==> config.mk <==
export PLATFORM = sky130hd
export DESIGN_NAME = piso_shifter
export DESIGN_NICKNAME = d
export VERILOG_FILES = /design/src/common/piso_pkg.sv /design/src/logic/piso_shifter.sv
export SDC_FILE = /design/constraint.sdc
export NUM_CORES = 1
export LEC_CHECK = 0
export ABC_AREA = 1
export BUFFER_PORTS_ARGS = -buffer_cell sky130_fd_sc_hd__buf_2
export CAP_MARGIN = 20
export CORE_UTILIZATION = 50
export CTS_BUF_LIST = sky130_fd_sc_hd__clkbuf_4
export CTS_CLUSTER_SIZE = 25
export DETAILED_ROUTE_END_ITERATION = 8
export GPL_TIMING_DRIVEN = 0
export PLACE_DENSITY = 0.84
export SYNTH_ARGS = -nofsm -noshare
export SYNTH_HDL_FRONTEND = slang
export SYNTH_SLANG_ARGS = --single-unit
==> constraint.sdc <==
create_clock -name clk -period 1.32 [get_ports clk]
set_clock_uncertainty 0.15 [all_clocks]
set_input_delay 0.33 -clock clk [delete_from_list [all_inputs] [get_ports clk]]
set_output_delay 0.33 -clock clk [all_outputs]
set_load 0.01 [all_outputs]
==> src/common/piso_pkg.sv <==
// piso_pkg: shared constants for the parallel-in serial-out shifter.
// assumes: included before the shifter module; no other dependencies.
package piso_pkg;
   // --------------------------------------------------------------
   // geometry
   // --------------------------------------------------------------
   localparam int PISO_STAGES = 8;
   localparam int PISO_SYNC_DEPTH = 2;
   // pin positions in the synchroniser word
   localparam int PISO_PIN_LOAD = 0;
   localparam int PISO_PIN_CLKA = 1;
   localparam int PISO_PIN_CLKB = 2;
   localparam int PISO_PIN_SER = 3;
   localparam int PISO_PIN_PAR = 4;
   // synchroniser start levels: load and both clocks high, serial low,
   // so reset release makes no false load and no false clock edge
   localparam logic [3:0] PISO_CTL_IDLE = 4'h7;
   // stage contents after the async reset; all stages cleared to zero
   localparam logic [PISO_STAGES-1:0] PISO_STAGE_RST = 8'h00;
   // --------------------------------------------------------------
   // link states
   // --------------------------------------------------------------
   typedef enum logic [1:0] {PISO_ST_LOAD, PISO_ST_SHIFT} piso_mode_t;
endpackage

==> src/logic/piso_shifter.sv <==
// piso_shifter: eight-stage parallel-in, serial-out shift register.
// assumes: all pin inputs asynchronous to clk; pins sampled through two
// flip-flops, so pin edges reach the stages a few clk cycles late.
`timescale 1ns/1ps
module piso_shifter
   import piso_pkg::*;
#(
   parameter int STAGES = PISO_STAGES
) (
   input wire logic clk,
   input wire logic rst_b,
   input wire logic load_b,
   input wire logic clk_in_a,
   input wire logic clk_in_b,
   input wire logic serial_in,
   input wire logic [STAGES-1:0] par_in,
   output logic first_stage_out,
   output logic second_stage_out,
   output logic seventh_stage_out,
   output logic last_stage_out,
   output logic last_stage_out_b,
   output logic loaded
);
   // --------------------------------------------------------------
   // pin synchronisers
   // --------------------------------------------------------------
   localparam int NSYNC = STAGES + PISO_PIN_PAR;
   localparam logic [NSYNC-1:0] SYNC_RST = {{STAGES{1'b0}}, PISO_CTL_IDLE};
   logic [NSYNC-1:0] pins;
   logic [NSYNC-1:0] sync1_r;
   logic [NSYNC-1:0] sync2_r;
   assign pins = {par_in, serial_in, clk_in_b, clk_in_a, load_b};
   always_ff @(posedge clk or negedge rst_b) begin
      if (!rst_b) begin
         sync1_r <= SYNC_RST;
         sync2_r <= SYNC_RST;
      end else begin
         sync1_r <= pins;
         sync2_r <= sync1_r;
      end
   end
   logic load_s;
   logic ca_s;
   logic cb_s;
   logic ser_s;
   logic [STAGES-1:0] par_s;
   assign load_s = sync2_r[PISO_PIN_LOAD];
   assign ca_s = sync2_r[PISO_PIN_CLKA];
   assign cb_s = sync2_r[PISO_PIN_CLKB];
   assign ser_s = sync2_r[PISO_PIN_SER];
   assign par_s = sync2_r[NSYNC-1:PISO_PIN_PAR];

   // --------------------------------------------------------------
   // gated shift clock, as a one-cycle enable
   // --------------------------------------------------------------
   logic gclk_s;
   logic gclk_r;
   logic gclk_nxt;
   assign gclk_s = ~(ca_s | cb_s);
   // falling edge of the nor: one clock input rising while the other is
   // low; inhibit raised while the clock is low would make one as well
   logic shift_en;
   assign shift_en = load_s & gclk_r & ~gclk_s;
   assign gclk_nxt = gclk_s;

   // --------------------------------------------------------------
   // stage chain
   // --------------------------------------------------------------
   logic [STAGES-1:0] stage_r;
   logic [STAGES-1:0] stage_nxt;
   logic loaded_r;
   logic loaded_nxt;
   always_comb begin
      stage_nxt = stage_r;
      loaded_nxt = loaded_r;
      if (!load_s) begin
         // transparent load, also covers the falling edge of load
         stage_nxt = par_s;
         loaded_nxt = 1'b1;
      end else if (shift_en) begin
         stage_nxt = {stage_r[STAGES-2:0], ser_s};
      end
      // otherwise hold: par_s unused while load high
   end

   always_ff @(posedge clk or negedge rst_b) begin
      if (!rst_b) begin
         stage_r <= PISO_STAGE_RST;
         gclk_r <= 1'b0;
         loaded_r <= 1'b0;
      end else begin
         stage_r <= stage_nxt;
         gclk_r <= gclk_nxt;
         loaded_r <= loaded_nxt;
      end
   end

   // --------------------------------------------------------------
   // outputs, registered copies of the chain
   // --------------------------------------------------------------
   logic [5:0] out_nxt;
   assign out_nxt = {stage_nxt[0], stage_nxt[1], stage_nxt[STAGES-2],
                     stage_nxt[STAGES-1], ~stage_nxt[STAGES-1], loaded_nxt};
   always_ff @(posedge clk or negedge rst_b) begin
      if (!rst_b) begin
         first_stage_out <= PISO_STAGE_RST[0];
         second_stage_out <= PISO_STAGE_RST[1];
         seventh_stage_out <= PISO_STAGE_RST[PISO_STAGES-2];
         last_stage_out <= PISO_STAGE_RST[PISO_STAGES-1];
         last_stage_out_b <= ~PISO_STAGE_RST[PISO_STAGES-1];
         loaded <= 1'b0;
      end else begin
         first_stage_out <= out_nxt[5];
         second_stage_out <= out_nxt[4];
         seventh_stage_out <= out_nxt[3];
         last_stage_out <= out_nxt[2];
         last_stage_out_b <= out_nxt[1];
         loaded <= out_nxt[0];
      end
   end

   // --------------------------------------------------------------
   // assertions
   // --------------------------------------------------------------
   property p_load_follow;
      @(posedge clk) disable iff (!rst_b)
      !load_s |=> stage_r == $past(par_s);
   endproperty
   a_load_follow: assert property (p_load_follow)
      else $error("stages not following parallel inputs");

   property p_load_fall;
      @(posedge clk) disable iff (!rst_b)
      $fell(load_s) |=> stage_r == $past(par_s);
   endproperty
   a_load_fall: assert property (p_load_fall)
      else $error("load fall did not copy inputs");

   property p_shift;
      @(posedge clk) disable iff (!rst_b)
      shift_en |=> stage_r == {$past(stage_r[STAGES-2:0]), $past(ser_s)};
   endproperty
   a_shift: assert property (p_shift)
      else $error("shift wrong");

   property p_hold;
      @(posedge clk) disable iff (!rst_b)
      (load_s && ((ca_s || cb_s) == $past(ca_s || cb_s)))
         |=> $stable(stage_r);
   endproperty
   a_hold: assert property (p_hold)
      else $error("stages changed while inhibited");

   property p_ignore_par;
      @(posedge clk) disable iff (!rst_b)
      (load_s && !shift_en) |=> $stable(stage_r);
   endproperty
   a_ignore_par: assert property (p_ignore_par)
      else $error("parallel inputs leaked while load high");

   property p_nor;
      @(posedge clk) disable iff (!rst_b)
      (load_s && $past(!ca_s && !cb_s) && (ca_s || cb_s)) |-> shift_en;
   endproperty
   a_nor: assert property (p_nor)
      else $error("nor clock edge missed");

   property p_swap;
      @(posedge clk) disable iff (!rst_b)
      shift_en |-> (ca_s || cb_s) && $past(!ca_s && !cb_s);
   endproperty
   a_swap: assert property (p_swap)
      else $error("shift without a clock input rising");

   property p_first;
      @(posedge clk) disable iff (!rst_b)
      shift_en |=> first_stage_out == $past(ser_s);
   endproperty
   a_first: assert property (p_first)
      else $error("first stage missed serial input");

   property p_compl;
      @(posedge clk) disable iff (!rst_b)
      last_stage_out != last_stage_out_b
         && last_stage_out == stage_r[STAGES-1];
   endproperty
   a_compl: assert property (p_compl)
      else $error("last stage outputs wrong");

   property p_taps;
      @(posedge clk) disable iff (!rst_b)
      first_stage_out == stage_r[0] && second_stage_out == stage_r[1]
         && seventh_stage_out == stage_r[STAGES-2];
   endproperty
   a_taps: assert property (p_taps)
      else $error("stage outputs do not match the chain");

   property p_loaded;
      @(posedge clk) disable iff (!rst_b)
      !load_s |=> ##1 loaded;
   endproperty
   a_loaded: assert property (p_loaded)
      else $error("loaded flag not set");

   c_load: cover property (@(posedge clk) disable iff (!rst_b) $fell(load_s));
   c_shift: cover property (@(posedge clk) disable iff (!rst_b) shift_en);
   c_inhib: cover property (@(posedge clk) disable iff (!rst_b)
      load_s && ca_s && cb_s);
   c_swap: cover property (@(posedge clk) disable iff (!rst_b)
      shift_en ##1 (load_s && !cb_s && ca_s));
   c_inhib_pulse: cover property (@(posedge clk) disable iff (!rst_b)
      (load_s && ca_s && cb_s) ##1 (load_s && !ca_s && cb_s));
endmodule

==> summary.txt, run 1 <==
GLOBAL ROUTING
-----------------------------------------------------------------------------------------------------------------
Global-route wire length before repair                                                                    3260 um
Number of global-route vias before repair                                                                     736
Initial antenna violation count                                                                                 0
Total global routing track utilization                                                                      18.9%
Pin count of the biggest net entering global routing                                                           36
Aggregate global routing overflow                                                                               0

POWER
-----------------------------------------------------------------------------------------------------------------
Switching power as a share of total power                                                                   24.0%
Power share of the combinational group                                                                      11.8%
IR drop worst, VDD                                                                                        1.07 mV
Fraction of power consumed by sequential logic                                                              60.2%
Cell leakage power                                                                                       0.768 nW
Clock group share of total power                                                                            28.0%
Pwr per Cell Area                                                                                    1240 nW/um^2
Total chip power                                                                                          1.96 mW
Design internal power                                                                                     1.49 mW
Net switching power figure                                                                                 470 uW

PLACEMENT
-----------------------------------------------------------------------------------------------------------------
Placement Setup Slack                                                                                   0.0945 ns
Number of buffers added on ports                                                                               19
Estimated wirelength of the detail-placed design                                                          1130 um
Routability Congestion                                                                                      0.657

LAYOUT
-----------------------------------------------------------------------------------------------------------------
Fill cell instance count of the final layout                                                                  151
Ratio of cells with drive above 1 in the final layout                                                       50.0%
Number of nets in the layout                                                                                  143
Leading cell type in the layout, fill and taps excluded                                                   dfrtp_1
Number of inserted diodes                                                                                       0
Layout overhead on the synthesized area                                                                     31.2%
Most used cells in the layout excluding fill and tap cells                                           dfrtp_1, buf_2, dlygate4sd3_1, nand2_1, nand3_1

YOSYS
-----------------------------------------------------------------------------------------------------------------
Compound-cell area share of the yosys netlist                                                                  0%
Largest family of logic cells by synthesized area                                                    simple AND/OR/NAND/NOR gates
Arithmetic-cell share of the synthesized area counting full adders, half adders and majority gates             0%
Cells after synthesis                                                                                          83
Proportion of synthesized area in mux cells                                                                    0%
Simple-gate portion of the synthesized area                                                                 22.0%
Distinct cell type count of the synthesized netlist                                                            15
Synthesized area per cell                                                                               14.5 um^2
Synth Area in XOR/XNOR                                                                                         0%
Syn_nets                                                                                                       97
Total of warnings raised by yosys                                                                               0
Area of the mapped netlist                                                                              1200 um^2
Number of synthesized register bits                                                                            35
Proportion of synthesized chip area in sequential cells                                                     73.6%

SETUP PATH
-----------------------------------------------------------------------------------------------------------------
Crit start category                                                                                      register
Crit-path cells                                                                                             buf_6
Top delay family on crit path                                                                          flip-flops
Highest net fanout along the worst path                                                                         1
Category of the worst setup path capture point                                                       primary output
CP peak stage delay                                                                                       0.54 ns
Required time of the critical path                                                                        0.84 ns
Crit Path Class                                                                                        reg -> out
Critical path buffers and inverters                                                                             1
Arr. time, crit path                                                                                      0.95 ns
Slowest-stage cell, CP                                                                                    dfstp_2

TIMING
-----------------------------------------------------------------------------------------------------------------
Tcrit/Tclk final                                                                                             109%
Transition time of the tightest slew-check pin                                                           0.441 ns
Worst setup slack after layout                                                                          -0.114 ns
Maximum frequency from static timing analysis                                                             697 MHz
Max-slew violation total from the final report                                                                  0
Total of endpoints with negative setup slack in the final report                                                6
Post-layout min period                                                                                    1.43 ns
Setup repair after global routing missed its margin                                                          true
Worst hold margin                                                                                        0.203 ns
Max-slew headroom at the worst pin                                                                          70.6%
Final number of hold-violating endpoints                                                                        0

FLOW RUN
-----------------------------------------------------------------------------------------------------------------
Max-capacitance violation count                                                                                 0

HOLD PATH
-----------------------------------------------------------------------------------------------------------------
Type of the most critical hold path                                                                    reg -> reg

OUTCOME
-----------------------------------------------------------------------------------------------------------------
Result of the run                                                                                    finished with violations
Violations in the final reports                                                                      negative setup slack

CLOCK NETWORK
-----------------------------------------------------------------------------------------------------------------
Total CTS buffers                                                                                               5
Clock tree from TritonCTS                                                                                     yes
Clock root buffer                                                                                        clkbuf_4
Clock-pin slew on the worst setup and hold paths                                                          0.10 ns
Clock tree buffer depth                                                                                         2
Sink Count                                                                                                     35
Clk Latency, worst-skew pair                                                                              0.33 ns
Number of H-tree branching levels                                                                               2

FLOORPLANNING
-----------------------------------------------------------------------------------------------------------------
Ports placed on the boundary                                                                                   20
Initial standard-cell utilization of the core                                                               53.8%
Placeable core region                                                                                   2230 um^2
DIE HEIGHT                                                                                                51.0 um
Overall die width                                                                                         51.0 um
Standard-cell row count                                                                                        17
Full die area                                                                                           2600 um^2

ROUTING
-----------------------------------------------------------------------------------------------------------------
Total via count after detailed routing                                                                        757
Number of iterations in the first detailed-routing pass                                                         4
DRC violation count after routing                                                                               0
Drt first-iter violations                                                                                      11
Drt via density                                                                                              4.79
Routed Wire Length                                                                                        1990 um
Wirelength per Cell                                                                                       12.6 um
Number of nets with antenna violations after routing                                                            0

## power by group through the flow
stage / Clock, mW / Sequential [mW] / Combinational (mW)
final: 0.549 / 1.18 / 0.230
after global routing: 0.598 / 1.19 / 0.253
after CTS: 0.555 / 1.18 / 0.214
after detailed placement: 0 / 1.20 / 0.156
after global placement: 0 / 1.20 / 0.150
after floorplan: 0 / 1.21 / 0.0811
## logic make-up after synthesis
family,after synthesis
DFF,35
buffers and inverters,8
and+or+nand+nor,40
## area by class of cell
type	count	area (um^2)	area share, %
multi-input combinational	40	264	16.7
clock inverter	2	8.76	0.556
tap	28	35.0	2.22
clock buffer	6	45.0	2.86
sequential	35	885	56.1
inverter	7	41.3	2.62
timing repair buffer	39	287	18.2
buffer	1	11.3	0.714
## what timing repair did
action	4_1_cts	5_1_grt
resized for setup	1	1
setup buffers	4	3
hold buffers	13	0
endpoints found under the hold margin	40	0
endpoints found under the setup margin	6	34
## cells in the mapped netlist
master | count | area [um^2]
nor2_1 | 1 | 3.75
dfstp_2 | 7 | 184
nand3_2 | 7 | 70.1
dfrtp_1 | 28 | 701
nand3_1 | 10 | 50.1
or2_1 | 1 | 6.26
nand2_2 | 8 | 50.1
clkinv_8 | 1 | 16.3
inv_2 | 4 | 15.0
buf_6 | 1 | 11.3
nand2_1 | 10 | 37.5
clkinv_1 | 1 | 3.75
inv_4 | 1 | 6.26
nor2_2 | 1 | 6.26
nand2_8 | 2 | 40.0
## layer usage
metal | vias up | global-route usage [%] | part of all wire, %
li1 | 352 | - | -
met1 | 378 | 21.4 | 38
met2 | 20 | 30.3 | 56
met3 | 7 | 8.33 | 3.7
met4 | 0 | 9.26 | 2.4
met5 | - | 0 | 0
## worst paths after layout
path | start | end | slack [ns] | depth (start not counted)
min in group asynchronous | rst_b | loaded_r | 0.36 | 2
max reg2reg | sync2_r[0] | register | 0.08 | 5
min | sync1_r[10] | sync2_r[10] | 0.20 | 0
max | last_stage_out_b | last_stage_out_b | -0.11 | 1
min reg2reg | sync1_r[10] | sync2_r[10] | 0.20 | 0
max in group asynchronous | rst_b | sync1_r[2] | 0.31 | 2
## sequential cells by signal, summed over array words and instances, names as in the netlist, named ones only
name / count
loaded_r: 1
gclk_r: 1
last_stage_out_b: 1
sync2_r: 12
stage_r: 7
sync1_r: 12
## stage by stage
stage	TNS [ns]	utilization (%)	instance area (um^2)	instances
after floorplan	0	-	1200	83
after global placement	0	59.6	1330	130
after detailed placement	0	59.6	1330	130
after CTS	-0.211	69.5	1550	155
after global routing	-0.402	70.6	1580	158
final	-0.193	70.6	1580	158
No activity file was read; power rests on OpenSTA's default activity.
==> inputs of run 2 (changes only) <==
- BUFFER_PORTS_ARGS: -buffer_cell sky130_fd_sc_hd__buf_2 -> default
- CORE_UTILIZATION: 50 -> 30
- DONT_BUFFER_PORTS: default -> 1
- MAX_ROUTING_LAYER: default -> met4
- PLACE_DENSITY: 0.84 -> 0.56
==> summary.txt, run 2 (synthesis gave the netlist of run 1 again) <==
TIMING
-------------------------------------------------------------------------------
Final number of hold-violating endpoints                                      0   unchanged
Post-Route Setup TNS                                                 -0.0608 ns   +0.132 ns
Total of endpoints with negative setup slack in the final report              1   -5
Worst hold margin                                                      0.204 ns   +0.000667 ns
Setup repair after global routing missed its margin                        true
Post-layout min period                                                  1.38 ns   -0.0529 ns
Transition time of the tightest slew-check pin                         0.190 ns   -0.251 ns
Max-slew violation total from the final report                                0   unchanged
Tcrit/Tclk final                                                           105%   -4.0 points
Worst setup slack after layout                                       -0.0608 ns   +0.0529 ns
Max-slew headroom at the worst pin                                        87.3%   +17 points
Maximum frequency from static timing analysis                           724 MHz   +3.8%

PLACEMENT
-------------------------------------------------------------------------------
Estimated wirelength of the detail-placed design                        1040 um   -8.4%
Number of buffers added on ports                                              0   -19
Routability Congestion                                                    0.695   +5.9%
Placed cell areas                                                     1260 um^2   -5.3%

POWER
-------------------------------------------------------------------------------
Fraction of power consumed by sequential logic                            57.8%   -2.4 points
IR drop worst, VDD                                                     0.852 mV   -21%
Cell leakage power                                                     0.676 nW   -12%
Net switching power figure                                               457 uW   -2.9%
Pwr per Cell Area                                                  1390 nW/um^2   +12%
Total chip power                                                        2.06 mW   +5.4%
Design internal power                                                   1.61 mW   +8.0%
Clock group share of total power                                          35.0%   +7.0 points
Power share of the combinational group                                     7.1%   -4.7 points
Switching power as a share of total power                                 22.1%   -1.9 points

GLOBAL ROUTING
-------------------------------------------------------------------------------
Number of global-route vias before repair                                   691   -6.1%
Met3 global-route usage                                                   4.69%   -3.6 points
Global-route wire length before repair                                  2960 um   -9.3%
Total global routing track utilization                                    10.2%   -8.7 points
Global Route met2 Usage                                                   16.4%   -14 points
Busiest metal layer after global routing                                   met2
Pin count of the biggest net entering global routing                         36   unchanged
Initial antenna violation count                                               0   unchanged
Met1 Usage GRT                                                            9.60%   -12 points
Aggregate global routing overflow                                             0   unchanged

CLOCK NETWORK
-------------------------------------------------------------------------------
Clock root buffer                                                      clkbuf_4
Number of H-tree branching levels                                             2   unchanged
Clock tree buffer depth                                                       2   unchanged
Clock-pin slew on the worst setup and hold paths                        0.10 ns   about the same
# resized after CTS                                                           0   -1
Sink Count                                                                   35   unchanged
Total CTS buffers                                                             5   unchanged
Post-CTS Setup Bufs                                                           0   -4
Clock tree from TritonCTS                                                   yes
Clk Latency, worst-skew pair                                            0.33 ns   about the same

SETUP PATH
-------------------------------------------------------------------------------
Arr. time, crit path                                                    0.90 ns   -0.05 ns
Startpoint of the worst-slack reg-to-reg timing path                 sync2_r[0]
Crit start category                                                    register
Start point of the critical path                                   last_stage_out_b
Highest net fanout along the worst path                                       1   unchanged
Crit Path Class                                                      reg -> out
Required time of the critical path                                      0.84 ns   about the same
Category of the worst setup path capture point                     primary output

LAYOUT
-------------------------------------------------------------------------------
Ratio of cells with drive above 1 in the final layout                     38.1%   -12 points
Leading cell type in the layout, fill and taps excluded                 dfrtp_1
Number of nets in the layout                                                118   -17%
Layout overhead on the synthesized area                                   23.9%
Most used cells in the layout excluding fill and tap cells         dfrtp_1, dlygate4sd3_1, nand2_1, nand3_1, nand2_2
Number of inserted diodes                                                     0   unchanged
Final design instance area without fill                               1490 um^2   -5.6%
Biggest registers after layout                                     sync1_r: 12 flops, sync2_r: 12 flops, stage_r: 7 flops

FLOORPLANNING
-------------------------------------------------------------------------------
Placeable core region                                                 3740 um^2   +68%
Overall die width                                                       65.3 um   +28%
Initial standard-cell utilization of the core                             32.1%   -22 points
DIE HEIGHT                                                              65.3 um   +28%
Full die area                                                         4260 um^2   +64%
Standard-cell row count                                                      22   +5
Ports placed on the boundary                                                 20   unchanged

ROUTING
-------------------------------------------------------------------------------
Drt first-iter violations                                                     7   -4
Number of nets with antenna violations after routing                          0   unchanged
Total via count after detailed routing                                      641   -15%
Routed Wire Length                                                      1650 um   -17%
Number of iterations in the first detailed-routing pass                       4   unchanged
Drt via density                                                            4.19   -13%
Wirelength per Cell                                                     10.8 um   -14%
DRC violation count after routing                                             0   unchanged

HOLD PATH
-------------------------------------------------------------------------------
Type of the most critical hold path                                  reg -> reg
Worst min-delay path startpoint                                     sync1_r[10]

FLOW RUN
-------------------------------------------------------------------------------
Max-capacitance violation count                                               0   unchanged

OUTCOME
-------------------------------------------------------------------------------
Result of the run                                                  finished with violations
Violations in the final reports                                    negative setup slack

==> run 2: cell count changes in the layout (fill, tap and decap cells not counted), sizes merged <==
cell    before  now
buf         26    2
bufinv       0    1
clkbuf       7    5
==> run 2: what timing repair did <==
item	CTS	global route
hold buffers	14	0
setup endpoints to repair	1	1
pin swaps	0	0
endpoints found under the hold margin	47	0
==> run 2: power by group through the flow <==
stage | Combinational, mW | Sequential [mW] | Clock (mW)
2_1_floorplan | 0.0811 | 1.21 | 0
3_3_place_gp | 0.0900 | 1.21 | 0
3_5_place_dp | 0.0930 | 1.22 | 0
4_1_cts | 0.151 | 1.20 | 0.753
5_1_grt | 0.165 | 1.20 | 0.782
6_report | 0.147 | 1.19 | 0.724
==> run 2: layout make-up <==
cell class	instances	area (um^2)
tap	48	60.1
clock inverter	3	38.8
inverter	7	41.3
multi-input combinational	40	264
buffer	1	11.3
timing repair buffer	14	150
fill	378	2260
clock buffer	5	37.5
sequential	35	885
==> run 2: stage by stage <==
| stage | utilization, % | worst slack [ns] | cells |
|---|---|---|---|
| after floorplan | - | 0.161 | 83 |
| after global placement | 33.7 | 0.116 | 131 |
| after detailed placement | 33.7 | 0.110 | 131 |
| after CTS | 39.7 | -0.0826 | 153 |
| after global routing | 39.7 | -0.0895 | 153 |
| final | 39.7 | -0.0608 | 153 |
==> run 2: worst paths after layout <==
check                              endpoint  slack, ns  cells past startpoint
min                             sync2_r[10]       0.20                      0
min in group asynchronous        stage_r[5]       0.28                      2
min reg2reg                     sync2_r[10]       0.20                      0
max                        last_stage_out_b      -0.06                      0
max reg2reg                      stage_r[1]       0.09                      5
max in group asynchronous        sync2_r[1]       0.50                      2
==> run 2: routing by layer <==
| layer | up-vias | wire, um |
|---|---|---|
| met5 | - | 0 |
| met4 | 0 | 55 |
| met3 | 5 | 67 |
| met2 | 17 | 834 |
| met1 | 312 | 697 |
| li1 | 307 | - |
==> inputs of run 3 (changes only) <==
- GPL_TIMING_DRIVEN: 0 -> default
==> summary.txt, run 3 (synthesis gave the netlist of run 1 again) <==
POWER
-------------------------------------------------------------------------------
Pwr per Cell Area                                                  1300 nW/um^2   -6.7%
Cell leakage power                                                     0.662 nW   -2.0%
IR drop worst, VDD                                                     0.872 mV   +2.3%
Total chip power                                                        1.90 mW   -8.0%

SETUP PATH
-------------------------------------------------------------------------------
Highest net fanout along the worst path                                       1   unchanged
Required time of the critical path                                      0.84 ns   about the same
Arr. time, crit path                                                    0.88 ns   -0.02 ns
Crit Path Class                                                      reg -> out
Category of the worst setup path capture point                     primary output
Instance count on the critical path                                           0   unchanged
Crit start category                                                    register
Number of cells traversed by the worst register-to-register path              5   unchanged

PLACEMENT
-------------------------------------------------------------------------------
Number of buffers added on ports                                              0   unchanged
Routability Congestion                                                    0.810   +16%
Estimated wirelength of the detail-placed design                        1070 um   +3.2%
Placed cell areas                                                     1260 um^2   -0.30%

OUTCOME
-------------------------------------------------------------------------------
Violations in the final reports                                    negative setup slack
Result of the run                                                  finished with violations

TIMING
-------------------------------------------------------------------------------
Max-slew violation total from the final report                                0   unchanged
Transition time of the tightest slew-check pin                         0.189 ns   -0.00106 ns
Final number of hold-violating endpoints                                      0   unchanged
Setup repair after global routing missed its margin                        true
Total of endpoints with negative setup slack in the final report              1   unchanged
Max-slew headroom at the worst pin                                        87.4%   about the same
Post-layout min period                                                  1.36 ns   -0.0205 ns
Worst setup slack after layout                                       -0.0403 ns   +0.0205 ns
Post-Route Setup TNS                                                 -0.0403 ns   +0.0205 ns
Maximum frequency from static timing analysis                           735 MHz   +1.5%
Tcrit/Tclk final                                                           103%   -1.6 points

FLOORPLANNING
-------------------------------------------------------------------------------
DIE HEIGHT                                                              65.3 um   unchanged
Ports placed on the boundary                                                 20   unchanged
Full die area                                                         4260 um^2   unchanged
Placeable core region                                                 3740 um^2   unchanged
Standard-cell row count                                                      22   unchanged
Overall die width                                                       65.3 um   unchanged
Initial standard-cell utilization of the core                             32.1%   unchanged

CLOCK NETWORK
-------------------------------------------------------------------------------
Clock-pin slew on the worst setup and hold paths                        0.11 ns   about the same
Sink Count                                                                   35   unchanged
Clock tree from TritonCTS                                                   yes
Clock root buffer                                                      clkbuf_4
Number of H-tree branching levels                                             2   unchanged
Total CTS buffers                                                             5   unchanged
Clock tree buffer depth                                                       2   unchanged
Clk Latency, worst-skew pair                                            0.33 ns   about the same

LAYOUT
-------------------------------------------------------------------------------
Layout overhead on the synthesized area                                   22.1%
Ratio of cells with drive above 1 in the final layout                     40.0%   +1.9 points
Most used cells in the layout excluding fill and tap cells         dfrtp_1, dlygate4sd3_1, nand2_1, nand3_1, nand2_2
Leading cell type in the layout, fill and taps excluded                 dfrtp_1
Final design instance area without fill                               1470 um^2   -1.4%
Number of nets in the layout                                                118   unchanged
Biggest registers after layout                                     sync1_r: 12 flops, sync2_r: 12 flops, stage_r: 7 flops
Number of inserted diodes                                                     0   unchanged

ROUTING
-------------------------------------------------------------------------------
Drt first-iter violations                                                     6   -1
Number of iterations in the first detailed-routing pass                       4   unchanged
Total via count after detailed routing                                      623   -2.8%
Routed Wire Length                                                      1640 um   -1.1%
DRC violation count after routing                                             0   unchanged
Number of nets with antenna violations after routing                          0   unchanged
Drt via density                                                            4.07   -2.8%
Wirelength per Cell                                                     10.7 um   -1.1%

GLOBAL ROUTING
-------------------------------------------------------------------------------
Initial antenna violation count                                               0   unchanged
Number of global-route vias before repair                                   638   -7.7%
Pin count of the biggest net entering global routing                         36   unchanged
Total global routing track utilization                                    9.76%   -0.45 points
Aggregate global routing overflow                                             0   unchanged
Global-route wire length before repair                                  2790 um   -5.6%

FLOW RUN
-------------------------------------------------------------------------------
Max-capacitance violation count                                               0   unchanged

HOLD PATH
-------------------------------------------------------------------------------
Depth of the worst hold-timing path                                           0   unchanged
Type of the most critical hold path                                  reg -> reg

## run 3: layer usage
| layer | track usage, % | up-vias | routed length [um] |
|---|---|---|---|
| li1 | - | 305 | - |
| met5 | - | - | 0 |
| met1 | 9.97 | 296 | 699 |
| met3 | 5.38 | 5 | 93 |
| met2 | 14.3 | 17 | 811 |
| met4 | 6.52 | 0 | 31 |
## run 3: through the flow
stage	cells	setup slack, ns	utilization (%)	hold slack (ns)
6_report	153	-0.0403	39.2	0.198
2_1_floorplan	83	0.161	-	-0.116
3_5_place_dp	131	0.0949	33.6	-0.115
4_1_cts	153	-0.0739	39.1	0.196
5_1_grt	153	-0.0905	39.2	0.209
3_3_place_gp	131	0.106	33.6	-0.115
## run 3: power breakdown
part | internal [mW] | switching (mW)
Clock | 0.226 | 0.332
Combinational | 0.0681 | 0.0784
Sequential | 1.15 | 0.0447
Total | 1.44 | 0.455
## run 3: worst paths after layout
| kind | start | to | slack, ns |
|---|---|---|---|
| hold / removal | sync1_r[5] | sync2_r[5] | 0.20 |
| min in group asynchronous | rst_b | stage_r[3] | 0.28 |
| setup / recovery | last_stage_out_b | last_stage_out_b | -0.04 |
| hold reg to reg | sync1_r[5] | sync2_r[5] | 0.20 |
| max in group asynchronous | rst_b | sync2_r[1] | 0.48 |
| setup reg to reg | sync2_r[0] | last_stage_out_b | 0.09 |
## run 3: cell type report
type                    instances  area, um^2
well taps                      48        60.1
flip-flops and latches         35         886
multi-input cells              40         264
inverters                       7        41.3
clock buffers                   6        45.0
fillers                       380        2280
repair buffers                 15         158
clock inverters                 2        12.5
## run 3: what timing repair did
action | in CTS | in global routing
endpoints found under the setup margin | 1 | 2
pin swaps | 0 | 0
hold buffers | 14 | 0
hold endpoints to repair | 47 | 0
buffers inserted | 0 | 0
resized for setup | 0 | 1
